File: src/design/mch_pkg.sv
`default_nettype none
package mch_pkg;
   // ****************************************
   // timing
   // ****************************************
   localparam int CLK_PERIOD_NS = 20;
   localparam int MS_NS = 1000000;
   localparam int CYC_PER_MS = MS_NS / CLK_PERIOD_NS;
   localparam logic [20:0] DLY_MIN = 21'h000001;
   localparam logic [20:0] DLY_MAX = 21'h1E8480;
   // ****************************************
   // limits and reset values
   // ****************************************
   localparam logic signed [31:0] VEL_MAX = 32'sh0012_4F80;
   localparam logic [31:0] TAIL_SERVO = 32'h0000_0000;
   localparam logic [31:0] TAIL_STEP = 32'h0000_000A;
   localparam logic [31:0] POS_RST = 32'h0000_0000;
   localparam int CAM_AW = 6;
   localparam logic [CAM_AW:0] CAM_DEPTH = 7'h40;
   // ****************************************
   // types
   // ****************************************
   typedef enum logic [3:0] {
      CMD_VEL, CMD_ACT_OFS, CMD_CAM_BEGIN, CMD_WAIT, CMD_IN_OFS,
      CMD_CAM_PT, CMD_CAM_FIN, CMD_HALT, CMD_IDLE_WAIT, CMD_SET_TAIL,
      CMD_PERSIST, CMD_OTHER
   } mch_code_t;
   typedef enum logic [3:0] {
      RP_OK, RP_CAM_START, RP_HARD_LIMIT, RP_SOFT_LIMIT, RP_INPUT_ABORT,
      RP_STALL_ABORT, RP_TRACK_ABORT, RP_TIMEOUT_ABORT, RP_NOT_STEPPER,
      RP_ILLEGAL_CAM, RP_OUT_OF_RANGE, RP_NOT_IDLE, RP_CAM_DISCARD
   } mch_reply_t;
   typedef enum logic [2:0] {
      AB_NONE, AB_INPUT, AB_STALL, AB_TRACK, AB_TIMEOUT
   } mch_abort_t;
   typedef enum logic [2:0] {
      ST_IDLE, ST_VEL, ST_STOP, ST_DELAY, ST_CAM
   } mch_state_t;
   typedef struct packed {
      mch_code_t code;
      logic signed [31:0] arg_a;
      logic signed [31:0] arg_b;
   } mch_cmd_t;
   typedef struct packed {
      logic hard_pos;
      logic hard_neg;
      logic soft_pos;
      logic soft_neg;
   } mch_lim_t;
endpackage
`default_nettype wire

File: src/design/mch_motion_cmd.sv
// Operation
// - velocity move ramps to signed target within +-1,200,000 steps/s
// - further velocity moves change target while running, reversal too
// - slew uses accel_rate when speeding up, decel_rate when slowing
// - halt_cmd, ESCAPE or Control-C leave constant-velocity operation
// - soft limits stay enforced in constant velocity unless disabled
// - velocity move accepted only when idle or in constant velocity
// - hard limit active for direction rejects move with hard reply
// - soft limit reached for direction rejects move with soft reply
// - pending abort rejects velocity move with that abort's reply
// - actual offset adds to actual and commanded position, any state but cam entry
// - cam begin opens one of eight tables, argument 0 to 7
// - in cam entry only point and finish allowed, else illegal
// - cam commands stored not executed until finish closes entry
// - break or memory exhaustion discards cam and returns to idle
// - cam modulo computed from stored points when entry ends
// - cam begin only servo idle; stepper gives not-allowed reply
// - timed wait, idle only, runs 1 to 2,000,000 ms then idle
// - idle wait holds later commands until controller is idle
// - input offset adds to input position, idle or constant velocity
// - creep tail persisted on persist command; bad value out of range
// - creep tail default 0 in servo mode, 10 in stepper mode
// - idle means no move, wait or cam entry running and no abort pending
`default_nettype none
module mch_motion_cmd
   import mch_pkg::*;
#(
   parameter int CYC_PER_MS = mch_pkg::CYC_PER_MS
)(
   input wire logic clk_in,
   input wire logic rst_n_in,
   input wire logic cmd_valid_in,
   input wire mch_cmd_t cmd_in,
   input wire logic brk_in,
   output logic cmd_ready_out,
   output logic reply_valid_out,
   output mch_reply_t reply_code_out,
   input wire logic stepper_mode_in,
   input wire logic hard_lim_pos_in,
   input wire logic hard_lim_neg_in,
   input wire logic soft_reach_pos_in,
   input wire logic soft_reach_neg_in,
   input wire logic soft_bound_en_in,
   input wire mch_abort_t abort_in,
   input wire logic [31:0] accel_rate_in,
   input wire logic [31:0] decel_rate_in,
   input wire logic signed [15:0] enc_delta_in,
   input wire logic signed [15:0] in_delta_in,
   input wire logic signed [15:0] traj_delta_in,
   input wire logic [CAM_AW-1:0] cam_rd_addr_in,
   output mch_state_t op_state_out,
   output logic idle_out,
   output logic signed [31:0] target_vel_out,
   output logic signed [31:0] vel_out,
   output logic signed [31:0] act_pos_out,
   output logic signed [31:0] in_pos_out,
   output logic signed [31:0] cmd_pos_out,
   output logic [31:0] tail_steps_out,
   output logic flash_wr_out,
   output logic cam_done_out,
   output logic [2:0] cam_id_out,
   output logic signed [31:0] cam_mod_out,
   output logic [CAM_AW:0] cam_cnt_out,
   output logic signed [63:0] cam_rd_out
);
   typedef struct packed {
      mch_state_t st;
      logic signed [31:0] tgt;
      logic signed [31:0] vel;
      logic signed [31:0] act;
      logic signed [31:0] inp;
      logic signed [31:0] cpos;
      logic [31:0] tail;
      logic tail_init;
      logic wait_idle;
      logic rvld;
      mch_reply_t rcode;
      logic flash_wr;
      logic [2:0] cam_id;
      logic [CAM_AW:0] cam_cnt;
      logic signed [31:0] cam_last_x;
      logic signed [31:0] cam_mod;
      logic cam_done;
      logic [1:0] hl_m;
      logic [1:0] hl_s;
      logic signed [63:0] rd;
   } mch_st_t;

   mch_st_t q, d;
   logic signed [63:0] cam_mem [0:(1 << CAM_AW)-1];
   logic cam_we;
   logic is_idle;
   logic take;
   logic tmr_start;
   logic tmr_cancel;
   logic tick;
   logic tmr_done;
   logic tmr_busy;
   logic go_pos;
   mch_reply_t ab_reply;

   mch_ms_timer #(
      .CYC_PER_MS(CYC_PER_MS)
   ) u_tmr (
      .clk_in(clk_in),
      .rst_n_in(rst_n_in),
      .start_in(tmr_start),
      .ms_in(cmd_in.arg_a[20:0]),
      .cancel_in(tmr_cancel),
      .tick_out(tick),
      .done_out(tmr_done),
      .busy_out(tmr_busy)
   );

   // ****************************************
   // slew one step per ms
   // ****************************************
   function automatic logic signed [31:0] slew(
      input logic signed [31:0] cur,
      input logic signed [31:0] tgt,
      input logic [31:0] acc,
      input logic [31:0] dec
   );
      logic up;
      logic signed [32:0] diff;
      logic signed [32:0] step;
      up = (tgt > cur && cur >= 0) || (tgt < cur && cur <= 0);
      diff = 33'(tgt) - 33'(cur);
      step = signed'({1'b0, up ? acc : dec});
      if (diff > step)
         slew = 32'(33'(cur) + step);
      else if (diff < -step)
         slew = 32'(33'(cur) - step);
      else
         slew = tgt;
   endfunction

   // ****************************************
   // command interpreter
   // ****************************************
   assign is_idle = (q.st == ST_IDLE) && (abort_in == AB_NONE);
   assign cmd_ready_out = !(q.wait_idle && !is_idle);
   assign take = cmd_valid_in && cmd_ready_out;
   assign go_pos = !cmd_in.arg_a[31];

   always_comb
   begin
      unique case (abort_in)
         AB_INPUT: ab_reply = RP_INPUT_ABORT;
         AB_STALL: ab_reply = RP_STALL_ABORT;
         AB_TRACK: ab_reply = RP_TRACK_ABORT;
         AB_TIMEOUT: ab_reply = RP_TIMEOUT_ABORT;
         default: ab_reply = RP_OK;
      endcase
   end

   always_comb
   begin
      d = q;
      d.rvld = 1'b0;
      d.flash_wr = 1'b0;
      d.cam_done = 1'b0;
      cam_we = 1'b0;
      tmr_start = 1'b0;
      tmr_cancel = 1'b0;
      d.hl_m = {hard_lim_pos_in, hard_lim_neg_in};
      d.hl_s = q.hl_m;
      d.rd = cam_mem[cam_rd_addr_in];
      // wrapping counters, deltas sign-extended
      d.act = q.act + 32'(enc_delta_in);
      d.inp = q.inp + 32'(in_delta_in);
      d.cpos = q.cpos + 32'(traj_delta_in);
      if (!q.tail_init)
      begin
         // mode strap taken once after reset release
         d.tail_init = 1'b1;
         d.tail = stepper_mode_in ? TAIL_STEP : TAIL_SERVO;
      end
      if (is_idle)
         d.wait_idle = 1'b0;
      if (tick && (q.st == ST_VEL || q.st == ST_STOP))
         d.vel = slew(q.vel, q.tgt, accel_rate_in, decel_rate_in);
      if (q.st == ST_STOP && q.vel == 32'sh0)
         d.st = ST_IDLE;
      if (q.st == ST_VEL && soft_bound_en_in &&
          ((q.vel > 0 && soft_reach_pos_in) ||
           (q.vel < 0 && soft_reach_neg_in)))
      begin
         d.st = ST_STOP;
         d.tgt = 32'sh0;
      end
      if (q.st == ST_VEL && abort_in != AB_NONE)
      begin
         d.st = ST_STOP;
         d.tgt = 32'sh0;
      end
      if (tmr_done && q.st == ST_DELAY)
         d.st = ST_IDLE;
      if (brk_in)
      begin
         unique case (q.st)
            ST_VEL:
            begin
               d.st = ST_STOP;
               d.tgt = 32'sh0;
            end
            ST_DELAY:
            begin
               d.st = ST_IDLE;
               tmr_cancel = 1'b1;
            end
            ST_CAM:
            begin
               d.st = ST_IDLE;
               d.rvld = 1'b1;
               d.rcode = RP_CAM_DISCARD;
            end
            default:
            begin
            end
         endcase
      end
      else if (take)
      begin
         d.rvld = 1'b1;
         d.rcode = RP_OK;
         if (q.st == ST_CAM)
         begin
            unique case (cmd_in.code)
               CMD_CAM_PT:
                  if (q.cam_cnt == CAM_DEPTH)
                  begin
                     d.st = ST_IDLE;
                     d.rcode = RP_CAM_DISCARD;
                  end
                  else
                  begin
                     cam_we = 1'b1;
                     d.cam_cnt = q.cam_cnt + 7'h1;
                     d.cam_last_x = cmd_in.arg_a;
                  end
               CMD_CAM_FIN:
               begin
                  d.st = ST_IDLE;
                  d.cam_mod = q.cam_last_x;
                  d.cam_done = 1'b1;
               end
               default:
                  d.rcode = RP_ILLEGAL_CAM;
            endcase
         end
         else
         begin
            unique case (cmd_in.code)
               CMD_VEL:
                  if (!(is_idle || q.st == ST_VEL) &&
                      abort_in == AB_NONE)
                     d.rcode = RP_NOT_IDLE;
                  else if (cmd_in.arg_a > VEL_MAX ||
                           cmd_in.arg_a < -VEL_MAX)
                     d.rcode = RP_OUT_OF_RANGE;
                  else if (abort_in != AB_NONE)
                     d.rcode = ab_reply;
                  else if (go_pos ? q.hl_s[1] : q.hl_s[0])
                     d.rcode = RP_HARD_LIMIT;
                  else if (go_pos ? soft_reach_pos_in : soft_reach_neg_in)
                     d.rcode = RP_SOFT_LIMIT;
                  else
                  begin
                     d.st = ST_VEL;
                     d.tgt = cmd_in.arg_a;
                  end
               CMD_ACT_OFS:
               begin
                  d.act = d.act + cmd_in.arg_a;
                  d.cpos = d.cpos + cmd_in.arg_a;
               end
               CMD_IN_OFS:
                  if (is_idle || q.st == ST_VEL)
                     d.inp = d.inp + cmd_in.arg_a;
                  else
                     d.rcode = RP_NOT_IDLE;
               CMD_CAM_BEGIN:
                  if (stepper_mode_in)
                     d.rcode = RP_NOT_STEPPER;
                  else if (!is_idle)
                     d.rcode = RP_NOT_IDLE;
                  else if (cmd_in.arg_a < 0 || cmd_in.arg_a > 32'sh7)
                     d.rcode = RP_OUT_OF_RANGE;
                  else
                  begin
                     d.st = ST_CAM;
                     d.rcode = RP_CAM_START;
                     d.cam_id = cmd_in.arg_a[2:0];
                     d.cam_cnt = '0;
                     d.cam_last_x = 32'sh0;
                  end
               CMD_WAIT:
                  if (!is_idle)
                     d.rcode = RP_NOT_IDLE;
                  else if (cmd_in.arg_a < signed'({11'h0, DLY_MIN}) ||
                           cmd_in.arg_a > signed'({11'h0, DLY_MAX}))
                     d.rcode = RP_OUT_OF_RANGE;
                  else
                  begin
                     d.st = ST_DELAY;
                     tmr_start = 1'b1;
                  end
               CMD_HALT:
                  if (q.st == ST_VEL)
                  begin
                     d.st = ST_STOP;
                     d.tgt = 32'sh0;
                  end
               CMD_IDLE_WAIT:
                  d.wait_idle = !is_idle;
               CMD_SET_TAIL:
                  if (!is_idle)
                     d.rcode = RP_NOT_IDLE;
                  else if (cmd_in.arg_a < 0)
                     d.rcode = RP_OUT_OF_RANGE;
                  else
                     d.tail = cmd_in.arg_a;
               CMD_PERSIST:
                  d.flash_wr = 1'b1;
               default:
               begin
               end
            endcase
         end
      end
   end

   always_ff @(posedge clk_in or negedge rst_n_in)
   begin
      if (!rst_n_in)
      begin
         q <= '0;
         q.st <= ST_IDLE;
         q.act <= POS_RST;
         q.inp <= POS_RST;
         q.cpos <= POS_RST;
         q.tail <= TAIL_SERVO;
         q.rcode <= RP_OK;
      end
      else
         q <= d;
   end

   // volatile point store, no reset needed
   always_ff @(posedge clk_in)
   begin
      if (cam_we)
         cam_mem[q.cam_cnt[CAM_AW-1:0]] <= {cmd_in.arg_a, cmd_in.arg_b};
   end

   assign reply_valid_out = q.rvld;
   assign reply_code_out = q.rcode;
   assign op_state_out = q.st;
   assign idle_out = is_idle;
   assign target_vel_out = q.tgt;
   assign vel_out = q.vel;
   assign act_pos_out = q.act;
   assign in_pos_out = q.inp;
   assign cmd_pos_out = q.cpos;
   assign tail_steps_out = q.tail;
   assign flash_wr_out = q.flash_wr;
   assign cam_done_out = q.cam_done;
   assign cam_id_out = q.cam_id;
   assign cam_mod_out = q.cam_mod;
   assign cam_cnt_out = q.cam_cnt;
   assign cam_rd_out = q.rd;
endmodule
`default_nettype wire

File: src/design/mch_ms_timer.sv
`default_nettype none
module mch_ms_timer
   import mch_pkg::*;
#(
   parameter int CYC_PER_MS = mch_pkg::CYC_PER_MS
)(
   input wire logic clk_in,
   input wire logic rst_n_in,
   input wire logic start_in,
   input wire logic [20:0] ms_in,
   input wire logic cancel_in,
   output logic tick_out,
   output logic done_out,
   output logic busy_out
);
   typedef struct packed {
      logic [31:0] pre;
      logic [20:0] left;
      logic busy;
      logic tick;
      logic done;
   } mch_tmr_t;
   mch_tmr_t q, d;
   logic wrap;

   // ****************************************
   // free-running ms tick and countdown
   // ****************************************
   always_comb
   begin
      d = q;
      d.done = 1'b0;
      wrap = (q.pre == 32'(CYC_PER_MS - 1));
      d.pre = wrap ? 32'h0 : q.pre + 32'h1;
      d.tick = wrap;
      if (start_in)
      begin
         // restart prescaler so the first ms is a whole one
         d.pre = 32'h0;
         d.left = ms_in;
         d.busy = 1'b1;
      end
      else if (cancel_in)
         d.busy = 1'b0;
      else if (q.busy && wrap)
      begin
         d.left = q.left - 21'h1;
         if (q.left == 21'h1)
         begin
            d.busy = 1'b0;
            d.done = 1'b1;
         end
      end
   end

   always_ff @(posedge clk_in or negedge rst_n_in)
   begin
      if (!rst_n_in)
         q <= '0;
      else
         q <= d;
   end

   assign tick_out = q.tick;
   assign done_out = q.done;
   assign busy_out = q.busy;
endmodule
`default_nettype wire

File: config.mk
export PLATFORM = sky130hd
export DESIGN_NAME = mch_motion_cmd
export DESIGN_NICKNAME = d
export VERILOG_FILES = /design/src/design/mch_pkg.sv /design/src/design/mch_motion_cmd.sv /design/src/design/mch_ms_timer.sv
export SDC_FILE = /design/constraint.sdc
export NUM_CORES = 2
export LEC_CHECK = 0
export BUFFER_PORTS_ARGS = -buffer_cell sky130_fd_sc_hd__buf_2
export CORE_AREA = 5 5 555 776
export CTS_BUF_LIST = sky130_fd_sc_hd__clkbuf_16
export DETAILED_ROUTE_END_ITERATION = 10
export DIE_AREA = 0 0 560 781
export PLACE_DENSITY = 0.61
export SLEW_MARGIN = 20
export SYNTH_ARGS = -nofsm -noshare
export SYNTH_HDL_FRONTEND = slang
export SYNTH_SLANG_ARGS = --single-unit
File: constraint.sdc
create_clock -name clk_in -period 17.85 [get_ports clk_in]
set_input_delay 0.8925 -clock clk_in [delete_from_list [all_inputs] [get_ports clk_in]]
set_output_delay 0.8925 -clock clk_in [all_outputs]
set_load 0.02 [all_outputs]
==> summary.txt <==
Detailed routing
  • Routed wire per std cell: 35.0 um
  • Routed WL: 571 mm
  • Initial DRC Count: 12.0k
  • First-pass detailed-route iteration total: 6
  • DR DRC count: 0
  • DRT antenna net count: 0
  • Vias per cell: 6.22
  • Vias: 101k

Setup path
  • Setup crit end: vel_out[19]
  • Worst path slowest cell: buf_4
  • Crit Path Max Fanout: 46
  • Worst EP required: 18.72 ns
  • Flop2flop setup slack: 9.73 ns
  • Crit path launch: vel_out[1]
  • Crit Reg-Reg Startpoint: vel_out[1]
  • CP max stage delay: 0.70 ns
  • Worst EP arrival: 8.99 ns
  • Element type at the critical path start: flop
  • Setup CP Type: flop to flop
  • Crit end category: flop
  • R2R Path End: vel_out[19]
  • R2r worst-path depth: 26

Clocking
  • CTS Buf Count: 415
  • CTS-repair resized insts: 0
  • Clock buffer depth: 4
  • Reg clk slew, reported paths: 0.07 ns
  • Clock Sinks: 4498
  • CTS tree: yes
  • Clock Root Buffer: clkbuf_16
  • Clock Latency Late Sink: 1.02 ns
  • Hold_buf cts: 3
  • Number of setup buffers added after CTS: 0
  • H-tree levels: 5

Global route
  • Largest net degree at the start of global routing: 154
  • Total GRT Usage: 25.7%
  • Global route overflow: 0
  • Number of global-route vias before repair: 104k
  • Initial antenna violation count: 40
  • First-pass GRT wire length: 800 mm

Placement
  • # port buffers: 508
  • DP Area: 0.198 mm2
  • Setup WS pre-CTS: 9.72 ns
  • DP HPWL: 329 mm
  • Gpl congestion: 0.912

Power
  • P_leak: 71.5 nW
  • Max IR drop VDD: 118 uV
  • Total power draw: 0.0255 W
  • PD cells: 121 mW/mm2

Timing
  • Final setup margin: 9.73 ns
  • Slew of the pin with the lowest slew margin: 1.17 ns
  • Period utilization: 45.5%
  • Hold Slack: 0.289 ns
  • Max Slew Vio Count: 0
  • Final setup TNS: 0 ns
  • Final setup fails: 0
  • Worst slew margin: 21.7%
  • Final Hold Viols: 0
  • FMAX: 123 MHz
  • Max Clock Skew: 0.0721 ns
  • RSZ-0062 raised after global routing: false
  • Tmin final: 8.12 ns

Yosys
  • Synth area leaders: edfxtp_1, mux4_2, dfrtp_1
  • Post-Synthesis Cells: 9953
  • Ys Warns: 0
  • Top-count cell post-synth: edfxtp_1
  • Post-synth top area cell: edfxtp_1
  • Average cell area after synthesis: 19.0 um2
  • Synth cell count leaders: edfxtp_1, mux4_2, nand2_1
  • Yosys reg bits: 4498
  • Commonest register cell after synthesis: edfxtp_1
  • Cell area after synthesis: 0.190 mm2
  • Sequential area share after synthesis: 70.2%
  • Yosys cell types: 102
  • Share of synthesized registers carrying an async set or reset: 8.94%
  • Post-synth top area share: 64.9%
  • Post-synth EDFFs: 4096
  • Synthesized Nets: 10.5k

Run
  • Max_cap viols: 0

Floorplan
  • # rows: 283
  • Die Footprint: 0.437 mm2
  • Die Y: 781 um
  • Io pins: 509
  • Core Region: 0.423 mm2
  • Die width: 560 um
  • Initial Util: 44.8%

Finish
  • Final Instance Area: 0.211 mm2
  • Area growth syn-to-layout: 11.5%
  • Share of cells above drive strength 1: 26.5%
  • Register Area: 0.133 mm2
  • Fin nets: 10.9k
  • FILL cells: 33.9k
  • Area of the multi-input gates: 0.0523 mm2

Run status
  • Status: finished, final reports clean

Min path
  • Hold Crit Class: input pin to flop
## layer usage
layer  up-vias  track usage (%)  part of all wire, %
met5         -                0                0.021
met4        20             10.0                  4.6
met3      1086             4.42                  7.4
met2      4512             45.1                   52
met1     54600             31.8                   36
li1      41200                -                    -
## layout by cell type (no fill, tap or decap), drive strengths merged, types with 48 or more instances in the layout
cell type,n
nand2b,49
nor3,75
clkbuf,419
o21ai,248
inv,289
buf,759
nand3,126
xor2,94
nand2,440
nor2,349
xnor2,172
a21oi,308
nand4,48
dfrtp,402
ha,350
a21o,150
nor4,48
a22o,61
mux4,1344
clkinv,184
edfxtp,4096
## critical path, delay by kind of cell, from the launching register on
kind                     cells  cell delay [ns]
buffers and inverters        3             1.18
XOR/XNOR                     1             0.18
AND/OR/NAND/NOR              9             2.12
AO/OA/AOI/OAI               10             2.80
multiplexers                 1             0.63
adder cells (fa/ha/maj)      2             0.58
flip-flops                   1             0.43
## registers in the layout (all words and copies together), names as in the netlist, 32 cells and up
signal	count
vel_out	32
cam_mem	4096
in_pos_out	32
target_vel_out	32
tail_steps_out	32
u_tmr.q	53
cam_mod_out	32
cmd_pos_out	32
cam_rd_out	64
q	36
act_pos_out	32
## metrics by stage
| step | std cells | utilization [%] |
|---|---|---|
| 4_1_cts | 16300 | 49.9 |
| 3_3_place_gp | 15500 | 46.7 |
| 6_report | 16300 | 49.9 |
| 3_5_place_dp | 15500 | 46.7 |
| 5_1_grt | 16300 | 49.9 |
| 2_1_floorplan | 9953 | - |
## how the worst min path moves through the flow
stage | startpoint | endpoint | slack, ns | depth (start not counted)
floorplan | d[64] | q[64] | 0.33 | 0
global placement | d[64] | q[64] | 0.34 | 0
detailed placement | d[64] | q[64] | 0.34 | 0
CTS | cmd_in[67] | flash_wr_out | 0.20 | 3
global route | cmd_in[67] | flash_wr_out | 0.26 | 3
finish | cmd_in[67] | flash_wr_out | 0.29 | 3
## area by class of cell
cell class	instances	area share [%]
Timing Repair Buffer	763	2.23
Clock inverter	348	1.44
Clock buffer	418	4.95
Sequential cell	4498	63.0
Multi-Input combinational cell	4530	24.8
Inverter	182	0.323
Tap cell	5557	3.29
Antenna cell	15	0.0178
## logic make-up (layout without fill, tap and decap cells)
logic type	after synthesis	after routing	share of synthesized area, %
xor+xnor	266	266	1.23
simple gates	1343	1343	3.37
other cells	1	16	0.00198
fa+ha+maj	359	359	2.41
compound gates	1145	1145	3.96
flops	4498	4498	70.2
mux	1416	1416	16.4
buf+inv	925	1711	2.47
## power breakdown
part	total, W	internal (W)	switching, W
Combinational	0.00480	0.00194	0.00286
Sequential	0.0119	0.0117	0.000165
Clock	0.00889	0.00488	0.00401
Total	0.0255	0.0185	0.00703
Note: power is estimated with default switching activity, not from simulation.
